$ cat config.mk
export PLATFORM = sky130hd
export DESIGN_NAME = uhor_regs
export DESIGN_NICKNAME = d
export VERILOG_FILES = /design/src/include/uhor_pkg.sv /design/src/rtl/uhor_frame_timer.sv /design/src/rtl/uhor_regs.sv
export SDC_FILE = /design/constraint.sdc
export NUM_CORES = 1
export LEC_CHECK = 0
export BUFFER_PORTS_ARGS = -buffer_cell sky130_fd_sc_hd__buf_2
export CAP_MARGIN = 20
export CORE_MARGIN = 5
export CORE_UTILIZATION = 30
export DETAILED_ROUTE_END_ITERATION = 8
export PLACE_DENSITY = 0.48
export SYNTH_ARGS = -nofsm -noshare
export SYNTH_HDL_FRONTEND = slang
export SYNTH_SLANG_ARGS = --single-unit
$ cat constraint.sdc
create_clock -name clock -period 3.16 [get_ports clock]
set_input_delay 0.316 -clock clock [delete_from_list [all_inputs] [get_ports clock]]
set_output_delay 0.316 -clock clock [all_outputs]
set_load 0.01 [all_outputs]
$ cat src/include/uhor_pkg.sv
package uhor_pkg;
  // ----------------------------------------------------------------
  // Register map
  // ----------------------------------------------------------------
  localparam logic [31:0] BASE_ADDR        = 32'h30002c00;
  localparam logic [31:0] ADDR_VERSION     = 32'h30002c00;
  localparam logic [31:0] ADDR_CONTROL     = 32'h30002c04;
  localparam logic [31:0] ADDR_COMMAND     = 32'h30002c08;
  localparam logic [31:0] ADDR_EV_STATUS   = 32'h30002c0c;
  localparam logic [31:0] ADDR_EV_ENABLE   = 32'h30002c10;
  localparam logic [31:0] ADDR_EV_DISABLE  = 32'h30002c14;
  localparam logic [31:0] ADDR_COMM_AREA   = 32'h30002c18;
  localparam logic [31:0] ADDR_PER_CUR     = 32'h30002c1c;
  localparam logic [31:0] ADDR_CTRL_HEAD   = 32'h30002c20;
  localparam logic [31:0] ADDR_CTRL_CUR    = 32'h30002c24;
  localparam logic [31:0] ADDR_BULK_HEAD   = 32'h30002c28;
  localparam logic [31:0] ADDR_BULK_CUR    = 32'h30002c2c;
  localparam logic [31:0] ADDR_DONE_HEAD   = 32'h30002c30;
  localparam logic [31:0] ADDR_FR_INTERVAL = 32'h30002c34;
  localparam logic [31:0] ADDR_FR_LEFT     = 32'h30002c38;
  localparam logic [31:0] ADDR_FR_COUNT    = 32'h30002c3c;
  localparam logic [31:0] ADDR_PER_BEGIN   = 32'h30002c40;
  localparam logic [31:0] ADDR_LS_THRESH   = 32'h30002c44;
  localparam logic [31:0] ADDR_HUB_DESC_A  = 32'h30002c48;
  localparam logic [31:0] ADDR_HUB_DESC_B  = 32'h30002c4c;
  localparam logic [31:0] ADDR_HUB_STATE   = 32'h30002c50;
  localparam logic [31:0] ADDR_PORT_FIRST  = 32'h30002c54;
  localparam int          PORT_COUNT       = 2;
  localparam int          REG_COUNT        = 21 + PORT_COUNT;
  localparam int          IDX_W            = 5;
  // ----------------------------------------------------------------
  // Field layout
  // ----------------------------------------------------------------
  localparam int          VERSION_LSB      = 8;
  // Arbitrary value
  localparam logic [23:0] VERSION_VALUE    = 24'h000001;
  localparam int          CTL_W            = 11;
  localparam int          CTL_FS_LSB       = 6;
  localparam int          CTL_IR_BIT       = 8;
  localparam int          CTL_RWC_BIT      = 9;
  localparam logic [10:0] CTL_KEEP_MASK    = 11'h300;
  localparam logic [1:0]  FS_RESET         = 2'h0;
  localparam logic [1:0]  FS_RESUME        = 2'h1;
  localparam logic [1:0]  FS_OPER          = 2'h2;
  localparam logic [1:0]  FS_SUSPEND       = 2'h3;
  localparam int          CMD_RESET_BIT    = 0;
  localparam int          CMD_CLF_BIT      = 1;
  localparam int          CMD_BLF_BIT      = 2;
  localparam int          CMD_OCR_BIT      = 3;
  localparam int          EV_SO            = 0;
  localparam int          EV_WDH           = 1;
  localparam int          EV_SF            = 2;
  localparam int          EV_RD            = 3;
  localparam int          EV_UE            = 4;
  localparam int          EV_FNO           = 5;
  localparam int          EV_RHSC          = 6;
  localparam int          EV_OC            = 30;
  localparam int          EV_MASTER        = 31;
  localparam logic [31:0] EV_MASK          = 32'h4000007f;
  localparam logic [31:0] EN_MASK          = 32'hc000007f;
  localparam logic [31:0] COMM_AREA_MASK   = 32'hffffff00;
  localparam logic [31:0] DESC_PTR_MASK    = 32'hfffffff0;
  localparam logic [31:0] HUB_DESC_A_MASK  = 32'hff001f00;
  localparam int          FI_W             = 14;
  localparam int          PKT_W            = 15;
  localparam int          PKT_LSB          = 16;
  localparam int          TOGGLE_BIT       = 31;
  localparam int          FN_W             = 16;
  localparam int          LS_W             = 11;
  localparam logic [13:0] FI_RESET         = 14'h2edf;
  localparam logic [14:0] PKT_RESET        = 15'h0000;
  localparam logic [13:0] PER_RESET        = 14'h0000;
  localparam logic [10:0] LS_RESET         = 11'h628;
  // ----------------------------------------------------------------
  // Timing
  // ----------------------------------------------------------------
  localparam int          CLOCK_PERIOD_NS  = 20;
  localparam int          START_DELAY_NS   = 1000000;
  localparam int          START_DELAY_CYC  = START_DELAY_NS / CLOCK_PERIOD_NS;
  localparam logic [4:0]  BIT_STEP         = 5'h06;
  localparam logic [4:0]  BIT_MODULO       = 5'h19;
endpackage

$ cat src/rtl/uhor_frame_timer.sv
`timescale 1ns/1ps
module uhor_frame_timer #(
  parameter int START_DELAY = uhor_pkg::START_DELAY_CYC
) (
  // Clock and reset
  input  wire logic        clock,
  input  wire logic        reset,
  // Control
  input  wire logic        run,
  input  wire logic [13:0] interval,
  input  wire logic        intervalToggle,
  // Frame state
  output logic      [13:0] remaining_q,
  output logic             remToggle_q,
  output logic      [15:0] frameNum_q,
  output logic             sofPulse_q
);
  // ----------------------------------------------------------------
  // Bit time enable, 12 MHz from 50 MHz
  // ----------------------------------------------------------------
  logic [4:0]  acc_q;
  logic [19:0] delay_q;
  logic        runPrev_q;
  logic        started_q;
  wire  [4:0]  accSum   = acc_q + uhor_pkg::BIT_STEP;
  wire         bitTick  = accSum >= uhor_pkg::BIT_MODULO;
  wire  [4:0]  accNext  = bitTick ? accSum - uhor_pkg::BIT_MODULO : accSum;
  wire         runRise  = run && !runPrev_q;
  wire         startNow = run && !runRise && !started_q && delay_q == 20'h00000;
  wire         wrap     = started_q && bitTick && remaining_q == 14'h0000;
  wire         newFrame = startNow || wrap;

  always_ff @(posedge clock) begin
    if (reset) begin
      acc_q     <= 5'h00;
      runPrev_q <= 1'b0;
    end else begin
      acc_q     <= accNext;
      runPrev_q <= run;
    end
  end

  // ----------------------------------------------------------------
  // Start delay and frame counters
  // ----------------------------------------------------------------
  always_ff @(posedge clock) begin
    if (reset || !run) begin
      started_q <= 1'b0;
      delay_q   <= 20'h00000;
    end else if (runRise) begin
      delay_q   <= 20'(START_DELAY - 1);
    end else if (!started_q && delay_q != 20'h00000) begin
      delay_q   <= delay_q - 20'h00001;
    end else if (startNow) begin
      started_q <= 1'b1;
    end
  end

  always_ff @(posedge clock) begin
    if (reset) begin
      remaining_q <= 14'h0000;
      remToggle_q <= 1'b0;
      frameNum_q  <= 16'h0000;
      sofPulse_q  <= 1'b0;
    end else begin
      sofPulse_q <= newFrame;
      if (newFrame) begin
        remaining_q <= interval;
        remToggle_q <= intervalToggle;
        frameNum_q  <= frameNum_q + 16'h0001;
      end else if (started_q && bitTick) begin
        remaining_q <= remaining_q - 14'h0001;
      end
    end
  end
endmodule

$ cat src/rtl/uhor_regs.sv
`timescale 1ns/1ps
// Functional notes
// - Each operational register is one 32-bit word.
// - Version word is read-only; bits 31:8 hold the interface version.
// - Frame interval holds 14-bit bit-time count and 15-bit packet limit.
// - Frame time left counts down bit times in the current frame.
// - Frame count is a 16-bit counter advanced each frame.
// - Periodic list may not start before the periodic begin point.
// - 11-bit threshold decides if an 8-byte slow packet still fits.
// - Event status records every interrupt-capable event.
// - Only enabled events may raise the interrupt.
// - Writing ones to event disable clears those enable bits.
// - Command word takes software commands; reset goes out as softReset_q, the rest are held until cleared.
// - Comm area pointer holds the shared area address.
// - Periodic current pointer shows the descriptor being processed.
// - Control and bulk lists each have head and current pointers.
// - Bulk list served round-robin; current bulk pointer kept updated.
// - Completed queue head holds the last finished descriptor address.
// - Hub state: status in low half, change flags in high half.
// - One port state word per port from the first port address.
// - Registers sit at consecutive words from the base address.
// - Functional state: 00 reset, 01 resume, 10 operational, 11 suspend.
// - Frames begin 1 ms after entering operational.
module uhor_regs #(
  parameter int START_DELAY = uhor_pkg::START_DELAY_CYC
) (
  // Clock and reset
  input  wire logic        clock,
  input  wire logic        reset,
  // Register port
  input  wire logic [31:0] regAddr,
  input  wire logic        regWrite,
  input  wire logic        regRead,
  input  wire logic [31:0] regWdata,
  output logic      [31:0] regRdata_q,
  // List engine updates
  input  wire logic        perCurWe,
  input  wire logic        ctrlCurWe,
  input  wire logic        bulkCurWe,
  input  wire logic        doneWe,
  input  wire logic [31:0] engineAddr,
  input  wire logic        clfClear,
  input  wire logic        blfClear,
  input  wire logic        ownershipTaken,
  // Events
  input  wire logic        overrunEvent,
  input  wire logic        errorEvent,
  input  wire logic        resumeDetected,
  // Root hub
  input  wire logic [15:0] hubStatusIn,
  input  wire logic [15:0] hubChangeIn,
  input  wire logic [31:0] portStatusIn,
  input  wire logic [31:0] portChangeIn,
  output logic      [15:0] hubCmd_q,
  output logic      [31:0] portCmd_q,
  // Controller state
  output logic      [10:0] control_q,
  output logic             softReset_q,
  output logic             irq_q,
  output logic             sofPulse_q,
  output logic             periodicAllowed_q,
  output logic             slowCommitAllowed_q,
  output logic      [31:0] commArea_q,
  output logic      [31:0] ctrlHead_q,
  output logic      [31:0] bulkHead_q,
  output logic      [31:0] bulkCur_q
);
  localparam int NP = uhor_pkg::PORT_COUNT;

  // ----------------------------------------------------------------
  // Address decode
  // ----------------------------------------------------------------
  wire  [31:0] offset  = regAddr - uhor_pkg::BASE_ADDR;
  wire  [29:0] wordIdx = offset[31:2];
  wire         hit     = offset[1:0] == 2'h0 && wordIdx < 30'(uhor_pkg::REG_COUNT);
  logic [uhor_pkg::REG_COUNT-1:0] wrSel;
  logic [31:0] word [uhor_pkg::REG_COUNT];

  genvar gi;
  generate
    for (gi = 0; gi < uhor_pkg::REG_COUNT; gi++) begin : g_sel
      assign wrSel[gi] = regWrite && hit && wordIdx == 30'(gi);
    end
  endgenerate

  wire wrCtl  = wrSel[(uhor_pkg::ADDR_CONTROL - uhor_pkg::BASE_ADDR) >> 2];
  wire wrCmd  = wrSel[(uhor_pkg::ADDR_COMMAND - uhor_pkg::BASE_ADDR) >> 2];
  wire wrSts  = wrSel[(uhor_pkg::ADDR_EV_STATUS - uhor_pkg::BASE_ADDR) >> 2];
  wire wrEn   = wrSel[(uhor_pkg::ADDR_EV_ENABLE - uhor_pkg::BASE_ADDR) >> 2];
  wire wrDis  = wrSel[(uhor_pkg::ADDR_EV_DISABLE - uhor_pkg::BASE_ADDR) >> 2];
  wire wrComm = wrSel[(uhor_pkg::ADDR_COMM_AREA - uhor_pkg::BASE_ADDR) >> 2];
  wire wrCH   = wrSel[(uhor_pkg::ADDR_CTRL_HEAD - uhor_pkg::BASE_ADDR) >> 2];
  wire wrCC   = wrSel[(uhor_pkg::ADDR_CTRL_CUR - uhor_pkg::BASE_ADDR) >> 2];
  wire wrBH   = wrSel[(uhor_pkg::ADDR_BULK_HEAD - uhor_pkg::BASE_ADDR) >> 2];
  wire wrBC   = wrSel[(uhor_pkg::ADDR_BULK_CUR - uhor_pkg::BASE_ADDR) >> 2];
  wire wrFI   = wrSel[(uhor_pkg::ADDR_FR_INTERVAL - uhor_pkg::BASE_ADDR) >> 2];
  wire wrPB   = wrSel[(uhor_pkg::ADDR_PER_BEGIN - uhor_pkg::BASE_ADDR) >> 2];
  wire wrLS   = wrSel[(uhor_pkg::ADDR_LS_THRESH - uhor_pkg::BASE_ADDR) >> 2];
  wire wrDA   = wrSel[(uhor_pkg::ADDR_HUB_DESC_A - uhor_pkg::BASE_ADDR) >> 2];
  wire wrDB   = wrSel[(uhor_pkg::ADDR_HUB_DESC_B - uhor_pkg::BASE_ADDR) >> 2];
  wire wrHub  = wrSel[(uhor_pkg::ADDR_HUB_STATE - uhor_pkg::BASE_ADDR) >> 2];

  // ----------------------------------------------------------------
  // Storage
  // ----------------------------------------------------------------
  logic [3:0]  cmd_q;
  logic [1:0]  overrunCnt_q;
  logic [31:0] status_q;
  logic [31:0] enable_q;
  logic [31:0] perCur_q;
  logic [31:0] ctrlCur_q;
  logic [31:0] doneHead_q;
  logic [13:0] interval_q;
  logic [14:0] pktLimit_q;
  logic        intToggle_q;
  logic [13:0] perBegin_q;
  logic [10:0] lsThresh_q;
  logic [31:0] descA_q;
  logic [31:0] descB_q;
  logic [15:0] hubChange_q;
  logic [31:0] portChangeAll_q;
  logic        fnMsbPrev_q;
  wire  [13:0] remaining;
  wire         remToggle;
  wire  [15:0] frameNum;
  wire         sofPulse;

  wire  [1:0]  fsNow    = control_q[uhor_pkg::CTL_FS_LSB +: 2];
  wire  [1:0]  fsWr     = regWdata[uhor_pkg::CTL_FS_LSB +: 2];
  wire         runFr    = fsNow == uhor_pkg::FS_OPER;
  wire         swReset  = cmd_q[uhor_pkg::CMD_RESET_BIT];
  wire         resumeGo = resumeDetected && fsNow == uhor_pkg::FS_SUSPEND;
  wire         fnoEvent = frameNum[15] != fnMsbPrev_q;
  wire         hubEvent = |hubChangeIn || |portChangeIn;
  wire  [31:0] evSet    = ({31'h0, overrunEvent} << uhor_pkg::EV_SO)
                        | ({31'h0, doneWe} << uhor_pkg::EV_WDH)
                        | ({31'h0, sofPulse} << uhor_pkg::EV_SF)
                        | ({31'h0, resumeGo} << uhor_pkg::EV_RD)
                        | ({31'h0, errorEvent} << uhor_pkg::EV_UE)
                        | ({31'h0, fnoEvent} << uhor_pkg::EV_FNO)
                        | ({31'h0, hubEvent} << uhor_pkg::EV_RHSC)
                        | ({31'h0, wrCmd && regWdata[uhor_pkg::CMD_OCR_BIT]} << uhor_pkg::EV_OC);
  wire  [31:0] evClr    = wrSts ? regWdata & uhor_pkg::EV_MASK : 32'h0;
  wire  [31:0] enSet    = wrEn ? regWdata & uhor_pkg::EN_MASK : 32'h0;
  wire  [31:0] enClr    = wrDis ? regWdata & uhor_pkg::EN_MASK : 32'h0;
  wire  [31:0] hubCtl   = {16'h0, hubChangeIn};
  wire         irqNext  = enable_q[uhor_pkg::EV_MASTER]
                       && |(status_q & enable_q & uhor_pkg::EV_MASK);

  // ----------------------------------------------------------------
  // Control and command words
  // ----------------------------------------------------------------
  always_ff @(posedge clock) begin
    if (reset) begin
      control_q <= 11'h000;
    end else if (swReset) begin
      control_q <= (control_q & uhor_pkg::CTL_KEEP_MASK)
                 | (11'(uhor_pkg::FS_SUSPEND) << uhor_pkg::CTL_FS_LSB);
    end else if (wrCtl) begin
      control_q <= regWdata[uhor_pkg::CTL_W-1:0];
    end else if (resumeGo) begin
      control_q[uhor_pkg::CTL_FS_LSB +: 2] <= uhor_pkg::FS_RESUME;
    end
  end

  always_ff @(posedge clock) begin
    if (reset) begin
      cmd_q        <= 4'h0;
      overrunCnt_q <= 2'h0;
      softReset_q  <= 1'b0;
    end else begin
      softReset_q <= swReset;
      cmd_q[uhor_pkg::CMD_RESET_BIT] <= wrCmd && regWdata[uhor_pkg::CMD_RESET_BIT];
      cmd_q[uhor_pkg::CMD_CLF_BIT] <= (wrCmd && regWdata[uhor_pkg::CMD_CLF_BIT])
                                   || (cmd_q[uhor_pkg::CMD_CLF_BIT] && !clfClear);
      cmd_q[uhor_pkg::CMD_BLF_BIT] <= (wrCmd && regWdata[uhor_pkg::CMD_BLF_BIT])
                                   || (cmd_q[uhor_pkg::CMD_BLF_BIT] && !blfClear);
      cmd_q[uhor_pkg::CMD_OCR_BIT] <= (wrCmd && regWdata[uhor_pkg::CMD_OCR_BIT])
                                   || (cmd_q[uhor_pkg::CMD_OCR_BIT] && !ownershipTaken);
      if (overrunEvent) begin
        overrunCnt_q <= overrunCnt_q + 2'h1;
      end
    end
  end

  // ----------------------------------------------------------------
  // Event status, enable, interrupt
  // ----------------------------------------------------------------
  always_ff @(posedge clock) begin
    if (reset || swReset) begin
      status_q    <= 32'h0;
      enable_q    <= 32'h0;
      irq_q       <= 1'b0;
      fnMsbPrev_q <= 1'b0;
    end else begin
      status_q    <= (status_q & ~evClr) | evSet;
      enable_q    <= (enable_q & ~enClr) | enSet;
      irq_q       <= irqNext;
      fnMsbPrev_q <= frameNum[15];
    end
  end

  // ----------------------------------------------------------------
  // Memory pointers
  // ----------------------------------------------------------------
  always_ff @(posedge clock) begin
    if (reset) begin
      commArea_q <= 32'h0;
      perCur_q   <= 32'h0;
      ctrlHead_q <= 32'h0;
      ctrlCur_q  <= 32'h0;
      bulkHead_q <= 32'h0;
      bulkCur_q  <= 32'h0;
      doneHead_q <= 32'h0;
    end else begin
      if (wrComm) commArea_q <= regWdata & uhor_pkg::COMM_AREA_MASK;
      if (perCurWe) perCur_q <= engineAddr & uhor_pkg::DESC_PTR_MASK;
      if (wrCH) ctrlHead_q <= regWdata & uhor_pkg::DESC_PTR_MASK;
      if (ctrlCurWe) begin
        ctrlCur_q <= engineAddr & uhor_pkg::DESC_PTR_MASK;
      end else if (wrCC) begin
        ctrlCur_q <= regWdata & uhor_pkg::DESC_PTR_MASK;
      end
      if (wrBH) bulkHead_q <= regWdata & uhor_pkg::DESC_PTR_MASK;
      if (bulkCurWe) begin
        bulkCur_q <= engineAddr & uhor_pkg::DESC_PTR_MASK;
      end else if (wrBC) begin
        bulkCur_q <= regWdata & uhor_pkg::DESC_PTR_MASK;
      end
      if (doneWe) doneHead_q <= engineAddr & uhor_pkg::DESC_PTR_MASK;
    end
  end

  // ----------------------------------------------------------------
  // Frame timing
  // ----------------------------------------------------------------
  uhor_frame_timer #(
    .START_DELAY (START_DELAY)
  ) u_timer (
    .clock          (clock),
    .reset          (reset || swReset),
    .run            (runFr),
    .interval       (interval_q),
    .intervalToggle (intToggle_q),
    .remaining_q    (remaining),
    .remToggle_q    (remToggle),
    .frameNum_q     (frameNum),
    .sofPulse_q     (sofPulse)
  );

  always_ff @(posedge clock) begin
    if (reset || swReset) begin
      interval_q  <= uhor_pkg::FI_RESET;
      pktLimit_q  <= uhor_pkg::PKT_RESET;
      intToggle_q <= 1'b0;
      perBegin_q  <= uhor_pkg::PER_RESET;
      lsThresh_q  <= uhor_pkg::LS_RESET;
    end else begin
      if (wrFI) begin
        interval_q  <= regWdata[uhor_pkg::FI_W-1:0];
        pktLimit_q  <= regWdata[uhor_pkg::PKT_LSB +: uhor_pkg::PKT_W];
        intToggle_q <= regWdata[uhor_pkg::TOGGLE_BIT];
      end
      if (wrPB) perBegin_q <= regWdata[uhor_pkg::FI_W-1:0];
      if (wrLS) lsThresh_q <= regWdata[uhor_pkg::LS_W-1:0];
    end
  end

  always_ff @(posedge clock) begin
    if (reset) begin
      sofPulse_q          <= 1'b0;
      periodicAllowed_q   <= 1'b0;
      slowCommitAllowed_q <= 1'b0;
    end else begin
      sofPulse_q          <= sofPulse;
      periodicAllowed_q   <= runFr && remaining <= perBegin_q;
      slowCommitAllowed_q <= runFr && remaining > 14'(lsThresh_q);
    end
  end

  // ----------------------------------------------------------------
  // Root hub
  // ----------------------------------------------------------------
  always_ff @(posedge clock) begin
    if (reset) begin
      descA_q     <= 32'h0;
      descB_q     <= 32'h0;
      hubChange_q <= 16'h0;
      hubCmd_q    <= 16'h0;
    end else begin
      if (wrDA) descA_q <= regWdata & uhor_pkg::HUB_DESC_A_MASK;
      if (wrDB) descB_q <= regWdata;
      hubChange_q <= (hubChange_q & ~(wrHub ? regWdata[31:16] : 16'h0))
                   | hubCtl[15:0];
      hubCmd_q    <= wrHub ? regWdata[15:0] : 16'h0;
    end
  end

  generate
    for (gi = 0; gi < NP; gi++) begin : g_port
      wire portWr = wrSel[((uhor_pkg::ADDR_PORT_FIRST - uhor_pkg::BASE_ADDR) >> 2) + gi];
      always_ff @(posedge clock) begin
        if (reset) begin
          portChangeAll_q[gi*16 +: 16] <= 16'h0;
          portCmd_q[gi*16 +: 16]       <= 16'h0;
        end else begin
          portChangeAll_q[gi*16 +: 16] <= (portChangeAll_q[gi*16 +: 16]
                                          & ~(portWr ? regWdata[31:16] : 16'h0))
                                          | portChangeIn[gi*16 +: 16];
          portCmd_q[gi*16 +: 16]       <= portWr ? regWdata[15:0] : 16'h0;
        end
      end
      assign word[21 + gi] = {portChangeAll_q[gi*16 +: 16], portStatusIn[gi*16 +: 16]};
    end
  endgenerate

  // ----------------------------------------------------------------
  // Read words
  // ----------------------------------------------------------------
  assign word[0]  = {uhor_pkg::VERSION_VALUE, 8'h00};
  assign word[1]  = {21'h0, control_q};
  assign word[2]  = {14'h0, overrunCnt_q, 12'h0, cmd_q};
  assign word[3]  = status_q;
  assign word[4]  = enable_q;
  assign word[5]  = enable_q;
  assign word[6]  = commArea_q;
  assign word[7]  = perCur_q;
  assign word[8]  = ctrlHead_q;
  assign word[9]  = ctrlCur_q;
  assign word[10] = bulkHead_q;
  assign word[11] = bulkCur_q;
  assign word[12] = doneHead_q;
  assign word[13] = {intToggle_q, pktLimit_q, 2'h0, interval_q};
  assign word[14] = {remToggle, 17'h0, remaining};
  assign word[15] = {16'h0, frameNum};
  assign word[16] = {18'h0, perBegin_q};
  assign word[17] = {21'h0, lsThresh_q};
  assign word[18] = {descA_q[31:8], 8'(NP)};
  assign word[19] = descB_q;
  assign word[20] = {hubChange_q, hubStatusIn};

  wire [31:0] readWord = hit ? word[wordIdx[uhor_pkg::IDX_W-1:0]] : 32'h0;

  always_ff @(posedge clock) begin
    if (reset) begin
      regRdata_q <= 32'h0;
    end else if (regRead) begin
      regRdata_q <= readWord;
    end
  end
endmodule

[Yosys cells after proc, flatten, opt, wreduce, memory -nomap -nowiden]
Index checks and enable logic that the tools add are counted.
Storage, ports and cells
  bits in registers: 566
  bits of input ports: 206
  logic and storage cells: 200
Operators by class
  $add $sub $neg: 7
  magnitude comparators: 5
  equal/unequal tests: 21
  mux-type cells: 23
  bitwise gates (word level): 30
  reduce and logical (&&, ||, !) cells: 71
Operator list (count)
  32-bit 2-to-1 mux: 9
  30-bit by 5-bit equality test with 1-bit output, second input constant: 7
  32-bit binary-select mux with 5-bit select: 1
  30-bit by 4-bit equality test with 1-bit output, second input constant: 5
  30-bit by 3-bit equality test with 1-bit output, second input constant: 3
  16-bit 2-to-1 mux: 5
  32-bit AND: 2
  30-bit by 2-bit equality test with 1-bit output, second input constant: 2
  16-bit AND: 3
  16-bit NOT: 3
  16-bit OR: 3
  1-bit logical AND: 38
  31-bit NOT with 32-bit output: 1
  32-bit NOT: 1
  32-bit by 31-bit OR with 32-bit output: 1
  32-bit OR: 1
  32-bit OR reduction: 1
  32-bit by 30-bit subtractor with 32-bit output, second input constant: 1
  31-bit AND: 1
  31-bit 2-to-1 mux: 1
  7-bit by 31-bit OR with 31-bit output: 1
  30-bit by 1-bit equality test with 1-bit output, second input constant: 1
  30-bit by 5-bit < comparator with 1-bit output, second input constant: 1
  14-bit 2-to-1 mux: 2
  37 further kinds: 63

[Longest topological paths before layout]
Gate-level depths: netlist of the first run.
  word-level depth: 9
  depth in mapped cells: 11
  depth with buffers taken out: 9

[Cells and area by module]
From an unflattened synthesis of the first run, not the netlist that was laid out.
Second synthesis, totals
  cells, all modules: 2798
  area, all modules: 24579.8 µm²
By module, submodules not included
  uhor_regs: instances 1, cells each 2433, area an instance 21563.2 µm², sequential area each 9208.8 µm²
  uhor_frame_timer: instances 1, cells each 365, area an instance 3016.6 µm², sequential area each 1181.1 µm²

[Worst setup path after synthesis of the first run]
No wires, ideal clock.
  path kind: input to register
  from: input port regAddr[17]
  to: register perBegin_q[10]
  library setup time: 0.128 ns
  data arrival time: 2.797 ns
  required time: 3.032 ns
  setup slack: 0.235 ns
  stages on the path: 9
  buffers on the path: 2
  cell sequence: or4_1 -> a2111oi_0 -> mux2i_1 -> nand4_2 -> or4_1 -> buf_2 -> buf_6 -> mux2i_1 -> nor2_1
Between the ends
  cells in the longest elaborated chain, start to end: 5
  elaborated cells between the ends (all ways): 6
RTL lines
  start, declared: RTL line uhor_regs.sv:31  | input wire logic [31:0] regAddr,
  32-bit by 30-bit subtractor with 32-bit output (*): RTL line uhor_regs.sv:73  | wire [31:0] offset = regAddr - uhor_pkg::BASE_ADDR;
  30-bit by 5-bit < comparator with 1-bit output: RTL line uhor_regs.sv:75  | wire hit = offset[1:0] == 2'h0 && wordIdx < 30'(uhor_pkg::REG_COUNT);
  1-bit logical AND: RTL line uhor_regs.sv:75
  1-bit logical AND: RTL line uhor_regs.sv:82  | assign wrSel[gi] = regWrite && hit && wordIdx == 30'(gi);
  1-bit logical AND (*): RTL line uhor_regs.sv:82
  end signal, assigned: RTL line uhor_regs.sv:256  | perBegin_q <= uhor_pkg::PER_RESET;
  end signal, assigned: RTL line uhor_regs.sv:264  | if (wrPB) perBegin_q <= regWdata[uhor_pkg::FI_W-1:0];
  end, declared: RTL line uhor_regs.sv:116  | logic [13:0] perBegin_q;
Every way passes the cells marked *; elsewhere a longest branch is shown, timed or not.
A chain may end at the register's enable or synchronous reset.

[Final worst setup path of the first run]
  from: register u_timer.delay_q[10]
  to: register u_timer.frameNum_q[15]
Between the ends
  cells in the longest elaborated chain, start to end: 3
RTL lines
  start, declared: RTL line uhor_frame_timer.sv:22  | logic [19:0] delay_q;
  start signal, assigned: RTL line uhor_frame_timer.sv:51  | delay_q <= 20'(START_DELAY - 1);
  start signal, assigned: RTL line uhor_frame_timer.sv:53  | delay_q <= delay_q - 20'h00001;
  20-bit logical NOT: RTL line uhor_frame_timer.sv:29  | wire startNow = run && !runRise && !started_q && delay_q == 20'h00000;
  1-bit logical AND: RTL line uhor_frame_timer.sv:29
  1-bit logical OR: RTL line uhor_frame_timer.sv:31  | wire newFrame = startNow || wrap;
  end signal, assigned: RTL line uhor_frame_timer.sv:70  | frameNum_q <= frameNum_q + 16'h0001;
  end, declared: RTL line uhor_frame_timer.sv:15  | output logic [15:0] frameNum_q,
Every way passes these cells.

==> results of run 1 <==
[metal layers]
layer / vias up / GRT usage [%]
met5: - / 0
met4: 8 / 5.28
met3: 137 / 5.11
met2: 877 / 35.7
met1: 11400 / 33.3
li1: 11100 / -
[worst max-delay path: stages, from the launching register on]
cell and delay [ns]:
dfxtp_1 0.33, or4_1 0.58, or4_1 0.55, nor4_2 0.35, buf_4 0.16, a31oi_1 0.03
buf_4 0.18, nor4_1 0.41, xnor2_1 0.17, nor2_1 0.05
[what timing repair did]
action                                  CTS  global route
hold buffers                             73             0
buffers inserted                          0             0
gates resized for setup                   0             1
endpoints found under the hold margin    90             0
endpoints found under the setup margin    0             1
[Yosys cell counts, types with 9 or more instances]
| master | number |
|---|---|
| and3_1 | 23 |
| inv_1 | 50 |
| o221ai_1 | 10 |
| nand3_1 | 81 |
| nor2b_1 | 17 |
| buf_4 | 20 |
| ha_1 | 34 |
| a22oi_1 | 13 |
| a2111oi_0 | 9 |
| o21ai_0 | 86 |
| and2_1 | 9 |
| buf_2 | 37 |
| nand4_1 | 15 |
| nand2b_1 | 18 |
| or4_1 | 9 |
| buf_1 | 27 |
| xnor2_1 | 25 |
| nand2_1 | 376 |
| a211oi_1 | 79 |
| mux2i_1 | 255 |
| o22ai_1 | 13 |
| nor4_1 | 34 |
| a221oi_1 | 17 |
| a21o_1 | 21 |
| dfxtp_1 | 519 |
| or3_1 | 9 |
| mux2_2 | 12 |
| a311oi_1 | 35 |
| a31oi_1 | 26 |
| nor2_1 | 439 |
| xor2_1 | 14 |
| a21oi_1 | 223 |
| clkbuf_1 | 177 |
| mux4_2 | 41 |
| nor3_1 | 43 |
[worst paths after layout]
path,startpoint,to,cells after the start
max,u_timer.delay_q[10],u_timer.frameNum_q[15],9
min,engineAddr[9],doneHead_q[9],3
max reg2reg,u_timer.delay_q[10],u_timer.frameNum_q[15],9
min reg2reg,regRdata_q[24],regRdata_q[24],2
[registers in the layout, summed over array words and instances, names as in the netlist, 24 cells and up]
signal,cells
descB_q,32
portChangeAll_q,32
portCmd_q,32
regRdata_q,32
bulkCur_q,28
bulkHead_q,28
ctrlCur_q,28
ctrlHead_q,28
doneHead_q,28
perCur_q,28
commArea_q,24
[power breakdown]
group          switching (W)  internal, W  leakage (nW)
combinational        0.00110     0.000659          8.19
clock                0.00296      0.00410         0.944
sequential          0.000105      0.00672          4.22
[cells in the final DEF, fill, tap and decap left out, types with 16 or more instances in the layout]
cell type	instances
a211oi_1	79
a21o_1	21
a21oi_1	223
a221oi_1	17
a311oi_1	35
a31oi_1	26
and3_1	22
buf_12	30
buf_2	403
buf_4	115
clkbuf_1	18
clkbuf_16	60
conb_1	20
dfxtp_1	519
dlygate4sd3_1	73
ha_1	34
inv_1	50
mux2i_1	255
mux4_2	41
nand2_1	376
nand2b_1	18
nand3_1	81
nor2_1	437
nor2b_1	16
nor3_1	40
nor4_1	33
o21ai_0	86
xnor2_1	25
[metrics by stage]
stage	util (%)	power [W]	setup TNS (ns)	cell area, µm²	instances
floorplan	-	0.00788	0	24700	2926
global placement	34.9	0.00862	-1.74	28500	4284
detailed placement	34.9	0.00863	-4.24	28500	4284
CTS	38.2	0.0158	0	31200	4464
global route	38.2	0.0162	0	31200	4465
finish	38.2	0.0156	0	31200	4468
[cell type report]
| cell class | instances | area (µm²) |
|---|---|---|
| repair buffers | 624 | 4250 |
| inverters | 51 | 191 |
| fillers | 8508 | 50500 |
| well taps | 1070 | 1340 |
| clock inverters | 21 | 287 |
| clock buffers | 86 | 1680 |
| diodes | 3 | 7.51 |
| multi-input cells | 2094 | 13100 |
| flip-flops and latches | 519 | 10400 |
[kinds of logic (layout without fill, tap and decap cells)]
| logic type | count (synthesis) | in the layout | share of synthesized area, % |
|---|---|---|---|
| simple gates | 1111 | 1111 | 19.8 |
| compound gates | 582 | 582 | 15.0 |
| flops | 519 | 519 | 42.2 |
| buf+inv | 313 | 782 | 5.29 |
| mux | 308 | 308 | 14.7 |
| xor+xnor | 39 | 39 | 1.39 |
| fa+ha+maj | 34 | 34 | 1.73 |
| other cells | 1 | 23 | 0.0152 |
==> impl_summary.md, run 1 <==
STA
Timing would allow up to 342 MHz. At the pin with the least slew margin, the transition time is 1.11 ns. The final max-slew violation count was 0. Final hold analysis gives a worst-case slack of 0.0356 ns. The number of failing setup endpoints in the final timing report is 0. The post-route fraction of the period consumed by the critical path is 92.6%. Headroom to the max-slew limit came out at 26.2%. The clock period could shrink to 2.93 ns. The maximum clock skew at final layout is 0.0201 ns. Setup repair after global routing left no endpoint under its margin. The final number of hold-violating endpoints is 0.

Once routing completed, OpenROAD measured the worst setup slack at 0.234 ns.

Routing
After detailed routing, the wire length on met1 is 49500 µm. The number of routed nets with antenna violations is 0. The highest layer touched by signal routing is met5. Detailed routing inserted a total of 23.5k vias. Wire segments on met3 add up to 8500 µm in the final route. After detailed routing, the met2 layer carries 47100 µm of wire. The via density per instance is 5.26.

The first-pass iteration count of the detailed router is 5. For this run, design rule violations remaining after detail routing come to 0. Dividing the detail-routed wire length by the instance count gives 24.1 µm. The routed design has 108000 µm of wire. The DRC marker count from the first detailed-route iteration is 1955.

Global route
The global-route wire length before repair is 153000 µm. The aggregate global-route resource usage is 23.2%. The via count of the first global-routing pass was 22.3k. The total congestion overflow after global routing is 0. The maximum number of pins on one net before global-route repair is 130. The number of antenna violations at the first check in global routing is 13.

Critical path
The worst setup path is launched from a flop. For the worst setup path, the data required time is 3.68 ns. At the worst endpoint, the arrival time is 3.45 ns. The critical path is of the reg2reg type.

The endpoint class of the critical path is a flop. The critical-path maximum fanout is 7. Across all register-to-register paths, the minimum setup slack is 0.23 ns.

Pwr
The worst ir drop on vdd is 0.000449 V. Power spread over the standard cell area amounts to 501 nW/µm². The total leakage power is 13.4 nW.

Synthesis
The proportion of synthesized chip area in sequential cells is 42.2%. The area of the mapped netlist is 24600 µm². The proportion of synthesized flip-flops having asynchronous set or reset is 0%. Counting flops with a built-in enable in the synthesized netlist gives 0. Counting distinct cell types in the post-synthesis netlist gives 77.

Yosys printed 0 warnings. Among all flip-flop cells after synthesis, the most frequent one is dfxtp_1. Synthesis produced a netlist whose cell count is 2907. The fraction of synthesized cell area taken by the top area cell type is 42.2%.

In this run, synthesis produced a sequential element count of 519. The average instance in the mapped netlist occupies 8.48 µm². The biggest area contributor in the post-synthesis netlist is dfxtp_1. By area the synthesized netlist is led by dfxtp_1 (42%), mux2i_1 (10%), nor2_1 (6.7%).

Worst hold path
In this run the worst hold path is classified as in2reg.

Status
The run finished with clean final reports.

Clock tree
In this run the deepest clock path goes through 3 buffers. The later pin in the worst-skew pair is clocked with a latency of 0.64 ns. The CTS clock-pin slew for the worst setup and hold paths is 0.06 ns. The number of CTS-inserted buffers is 60. The maximum level of the CTS H-tree is 2. The CTS tree is yes.

Counting every sink on the clock net gives 519. The clock root buffer is clkbuf_16.

Floorplan
The cell row count is 105. The boundary pin count is 430. The die boundary height is 297 µm. The full die area is 88000 µm². The die extent in x is 297 µm. The placeable core region is 81700 µm². The initial core utilization is 30.2%.

Place
Routability-driven placement finished with a final weighted congestion of 0.856. Timing analysis after detailed placement gives a worst setup slack of -0.197 ns. The count of buffers added on input and output ports is 405. The sum of net half-perimeters after detailed placement is 78200 µm.

Job
Across the run, the number of max-cap violations was 0.

Finish
The net count of the finished layout is 3590. The layout overhead on the synthesized area is 26.7%. The fraction of layout cells with a size suffix above 1 is 21.3%.
No activity file was read; power rests on OpenSTA's default activity.
==> run 2: changes to the inputs <==
- ABC_AREA: unset -> 1
==> run 2 against run 1 <==
Net effect: non-clock buffer count down 43; maximum frequency up 3.3%; clock-buffer cell count up 13; hold slack worse by 0.0038 ns; highest routed layer unchanged; largest power group unchanged; worst setup slack better by 0.093 ns; largest cell class unchanged; clock skew about the same; critical path depth up 5; critical path type is now in2reg.
==> impl_summary.md, run 2 <==
Finish
The most common cell after layout, fill and taps aside is nand2_1. The utilization after layout is 37.7%. The fraction of layout cells with a size suffix above 1 is 17.0%. Leaving out filler cells and counting taps, the final layout contains 5081. In the layout the commonest cells are nand2_1 (543), dfxtp_1 (519), inv_1 (438).

Relative to the synthesized area, the layout overhead comes to 25.0%. Summing all non-filler instances in the final layout gives an area of 30800 µm². The final layout net count is 4197.

Routing
The routed wirelength normalized by instance count is 22.6 µm. The routed metal-1 wirelength is 46900 µm. The topmost layer with routed signal wires is met5.

The number of routed nets with antenna violations is 0. The first-pass iteration count of the detailed router is 5. For this run, design rule violations remaining after detail routing come to 0. The total length of routed met3 wires is 6080 µm. In the routed layout, each cell is associated on average with a via count of 5.02. The wire length after detailed routing is 115000 µm. The detailed router placed 25.5k vias in this run. The met2 wirelength from detailed routing is 57000 µm. The first routing iteration left 2028 violations.

STA
Measured against its own limit, the worst slew margin works out to 37.1%. The final max-slew violation count is 0. The worst hold-check slack is 0.0317 ns.

The post-route fraction of the period consumed by the critical path is 89.7%. The number of failing setup endpoints in the final timing report is 0. The final number of hold-violating endpoints is 0.

For this run, the top clock speed supported by timing is 353 MHz. The routed design could run at a clock period as short as 2.83 ns. At the pin with the least slew margin, the transition time is 0.943 ns.

Setup repair after global routing left no endpoint under its margin. The maximum clock skew at final layout is 0.0204 ns.

Pwr
Combinational cells account for 11.1% of the total power. The total leakage power is 13.4 nW. In this run the power density over the cells is 532 nW/µm². The clock network burns 47.2% of the power. The internal portion of the total power is 0.0120 W. The worst ir drop on vdd is 0.000321 V.

The switching portion of total power is 26.9%. The sum of internal, switching and leakage power is 0.0164 W. The net switching power is 0.00442 W. Sequential cells burn 41.7% of the power.

Clock tree
The number of setup buffers added after CTS is 0. The clock reaches the later pin of the worst-skew pair after 0.62 ns. The CTS tree is yes. The CTS clock-pin slew for the worst setup and hold paths is 0.06 ns. The number of CTS-inserted buffers is 66. The number of sinks driven by the clock tree is 519.

The tree is rooted in a clkbuf_16. In this run the deepest clock path goes through 3 buffers. The clock tree synthesis step divided the H-tree into 3 levels.

Global route
Entering global routing, the biggest net connects 107 pins. The via count of the first global-routing pass is 23.9k. The total congestion overflow after global routing is 0. The aggregate global-route resource usage is 24.7%. The number of antenna violations at the first check in global routing came to 11. The global-route wire length before repair is 165000 µm.

Floorplan
The cell row count is 105. The die is 297 µm wide. The die covers 88100 µm². The boundary pin count is 430. The placeable core region is 81800 µm². The floorplan step set the die height to 297 µm. Once the floorplan was initialized, standard cells occupied 30.1% of the core.

Job
The tool flagged a number of max-cap violations equal to 0.

Status
The flow ran to the end, and the final reports show no timing, DRC or antenna violations.

Place
Including well taps, the total number of placed cells is 4911. The final weighted congestion in routability-driven placement is 0.888. The placed standard-cell area is 28200 µm². Detailed placement finished with a half-perimeter wire length of 84000 µm.

The quantity of I/O buffers inserted on ports is 405.

Synthesis
The proportion of synthesized chip area in sequential cells is 42.1%. The area of the mapped netlist is 24700 µm². The most repeated cell in the gate-level netlist after synthesis is nand2_1. The synthesized instance count is 3522.

The largest area contributor in the netlist is dfxtp_1. Yosys mapped a number of flops with a built-in enable equal to 0. The average cell area after synthesis is 7.00 µm². The synthesis-stage register bit count is 519. The synthesized netlist contains 56 unique library cells. Among all flip-flop cells after synthesis, the most frequent one is dfxtp_1.

The total number of yosys warnings is 0. By area the synthesized netlist is led by dfxtp_1 (42%), o21ai_0 (8.5%), nand2_1 (8.3%). By count the netlist is led by nand2_1 (545), dfxtp_1 (519), nor2_1 (442), inv_1 (438), o21ai_0 (421). Counting flops with an async set or reset pin after synthesis yields a share of 0%. The share of synthesized area in the top cell type comes to 42.1%.

Critical path
For the worst setup path, the data arrival time is 3.30 ns. The endpoint class of the critical path is a flop. The critical path startpoint category is a primary input. The critical path required time is 3.63 ns. The peak per-stage delay on the critical path is 0.53 ns. Of all nets on the critical path, the largest fanout is 26. Walking the worst path, the cells encountered are buf_2, nor2_1, nand3b_1, a21oi_1, buf_4, nand4_1, nor2_1, nand2_1, nor2_2, nand3_4, inv_4, nand2_2, o21ai_0, a21oi_1. The worst setup path is of the in2reg kind. The standard cell with the maximum stage delay on the critical path is a21oi_1.

Worst hold path
The worst min-delay path class is in2reg.
[run 2: changes by cell type in the layout (fill, tap and decap cells not counted), moves of 36 or more]
cell / before / now
o221ai_1: 10 / 46
inv_1: 50 / 438
nand2_1: 376 / 543
a211oi_1: 79 / 4
mux2i_1: 255 / 0
mux4_2: 41 / 0
o22ai_1: 13 / 83
a21oi_1: 223 / 356
o21ai_0: 86 / 421
[run 2: logic make-up after synthesis]
kind of cell / Yosys count / synth area share (%)
AND/OR/NAND/NOR: 1225 / 20.6
AO/OA/AOI/OAI: 1043 / 23.7
buffers and inverters: 687 / 11.3
flip-flops: 519 / 42.1
adder cells (fa/ha/maj): 34 / 1.72
XOR/XNOR: 13 / 0.462
other: 1 / 0.0152
[run 2: power groups by stage]
stage	registers, W	clock network [W]	logic (W)
after global routing	0.00687	0.00811	0.00198
final	0.00685	0.00775	0.00182
after global placement	0.00698	0	0.00176
after CTS	0.00684	0.00788	0.00182
after floorplan	0.00698	0	0.000925
after detailed placement	0.00699	0	0.00177
[run 2: critical path: cells and delay by family]
kind / cells / cell delay, ns
buffers and inverters: 3 / 0.66
AOI/OAI and AO/OA: 3 / 0.88
and+or+nand+nor: 8 / 1.42
[run 2: metrics by stage]
stage	setup WS, ns	TNS (ns)
2_1_floorplan	0.854	0
3_3_place_gp	-0.171	-10.63
3_5_place_dp	-0.182	-12.99
4_1_cts	0.326	0
5_1_grt	0.0843	0
6_report	0.327	0
[run 2: final cells by class]
class	count	area [µm²]
Fill cell	8858	51000
Multi-Input combinational cell	2335	11600
Inverter	454	1710
Sequential cell	519	10400
Timing Repair Buffer	581	3610
Clock buffer	99	1940
Clock inverter	19	229
Tap cell	1070	1340
Antenna cell	4	10.0
[run 2: per-layer routing]
metal  GRT usage (%)  up-vias
met5               0        -
met1            30.2    12000
li1                -    12500
met2            43.8      743
met3            3.80      215
met4            9.31       12
[run 2: repair_timing]
action / CTS / global route
resized for setup: 0 / 1
setup endpoints to repair: 0 / 1
hold buffers: 48 / 0
endpoints found under the hold margin: 49 / 0
[run 2: final timing paths]
| check | start | endpoint | slack (ns) | cells after the start |
|---|---|---|---|---|
| max | regAddr[7] | descA_q[26] | 0.33 | 14 |
| min | engineAddr[23] | perCur_q[23] | 0.03 | 3 |
| max reg2reg | u_timer.acc_q[1] | u_timer.frameNum_q[13] | 0.37 | 17 |
| min reg2reg | descA_q[8] | descA_q[8] | 0.45 | 2 |
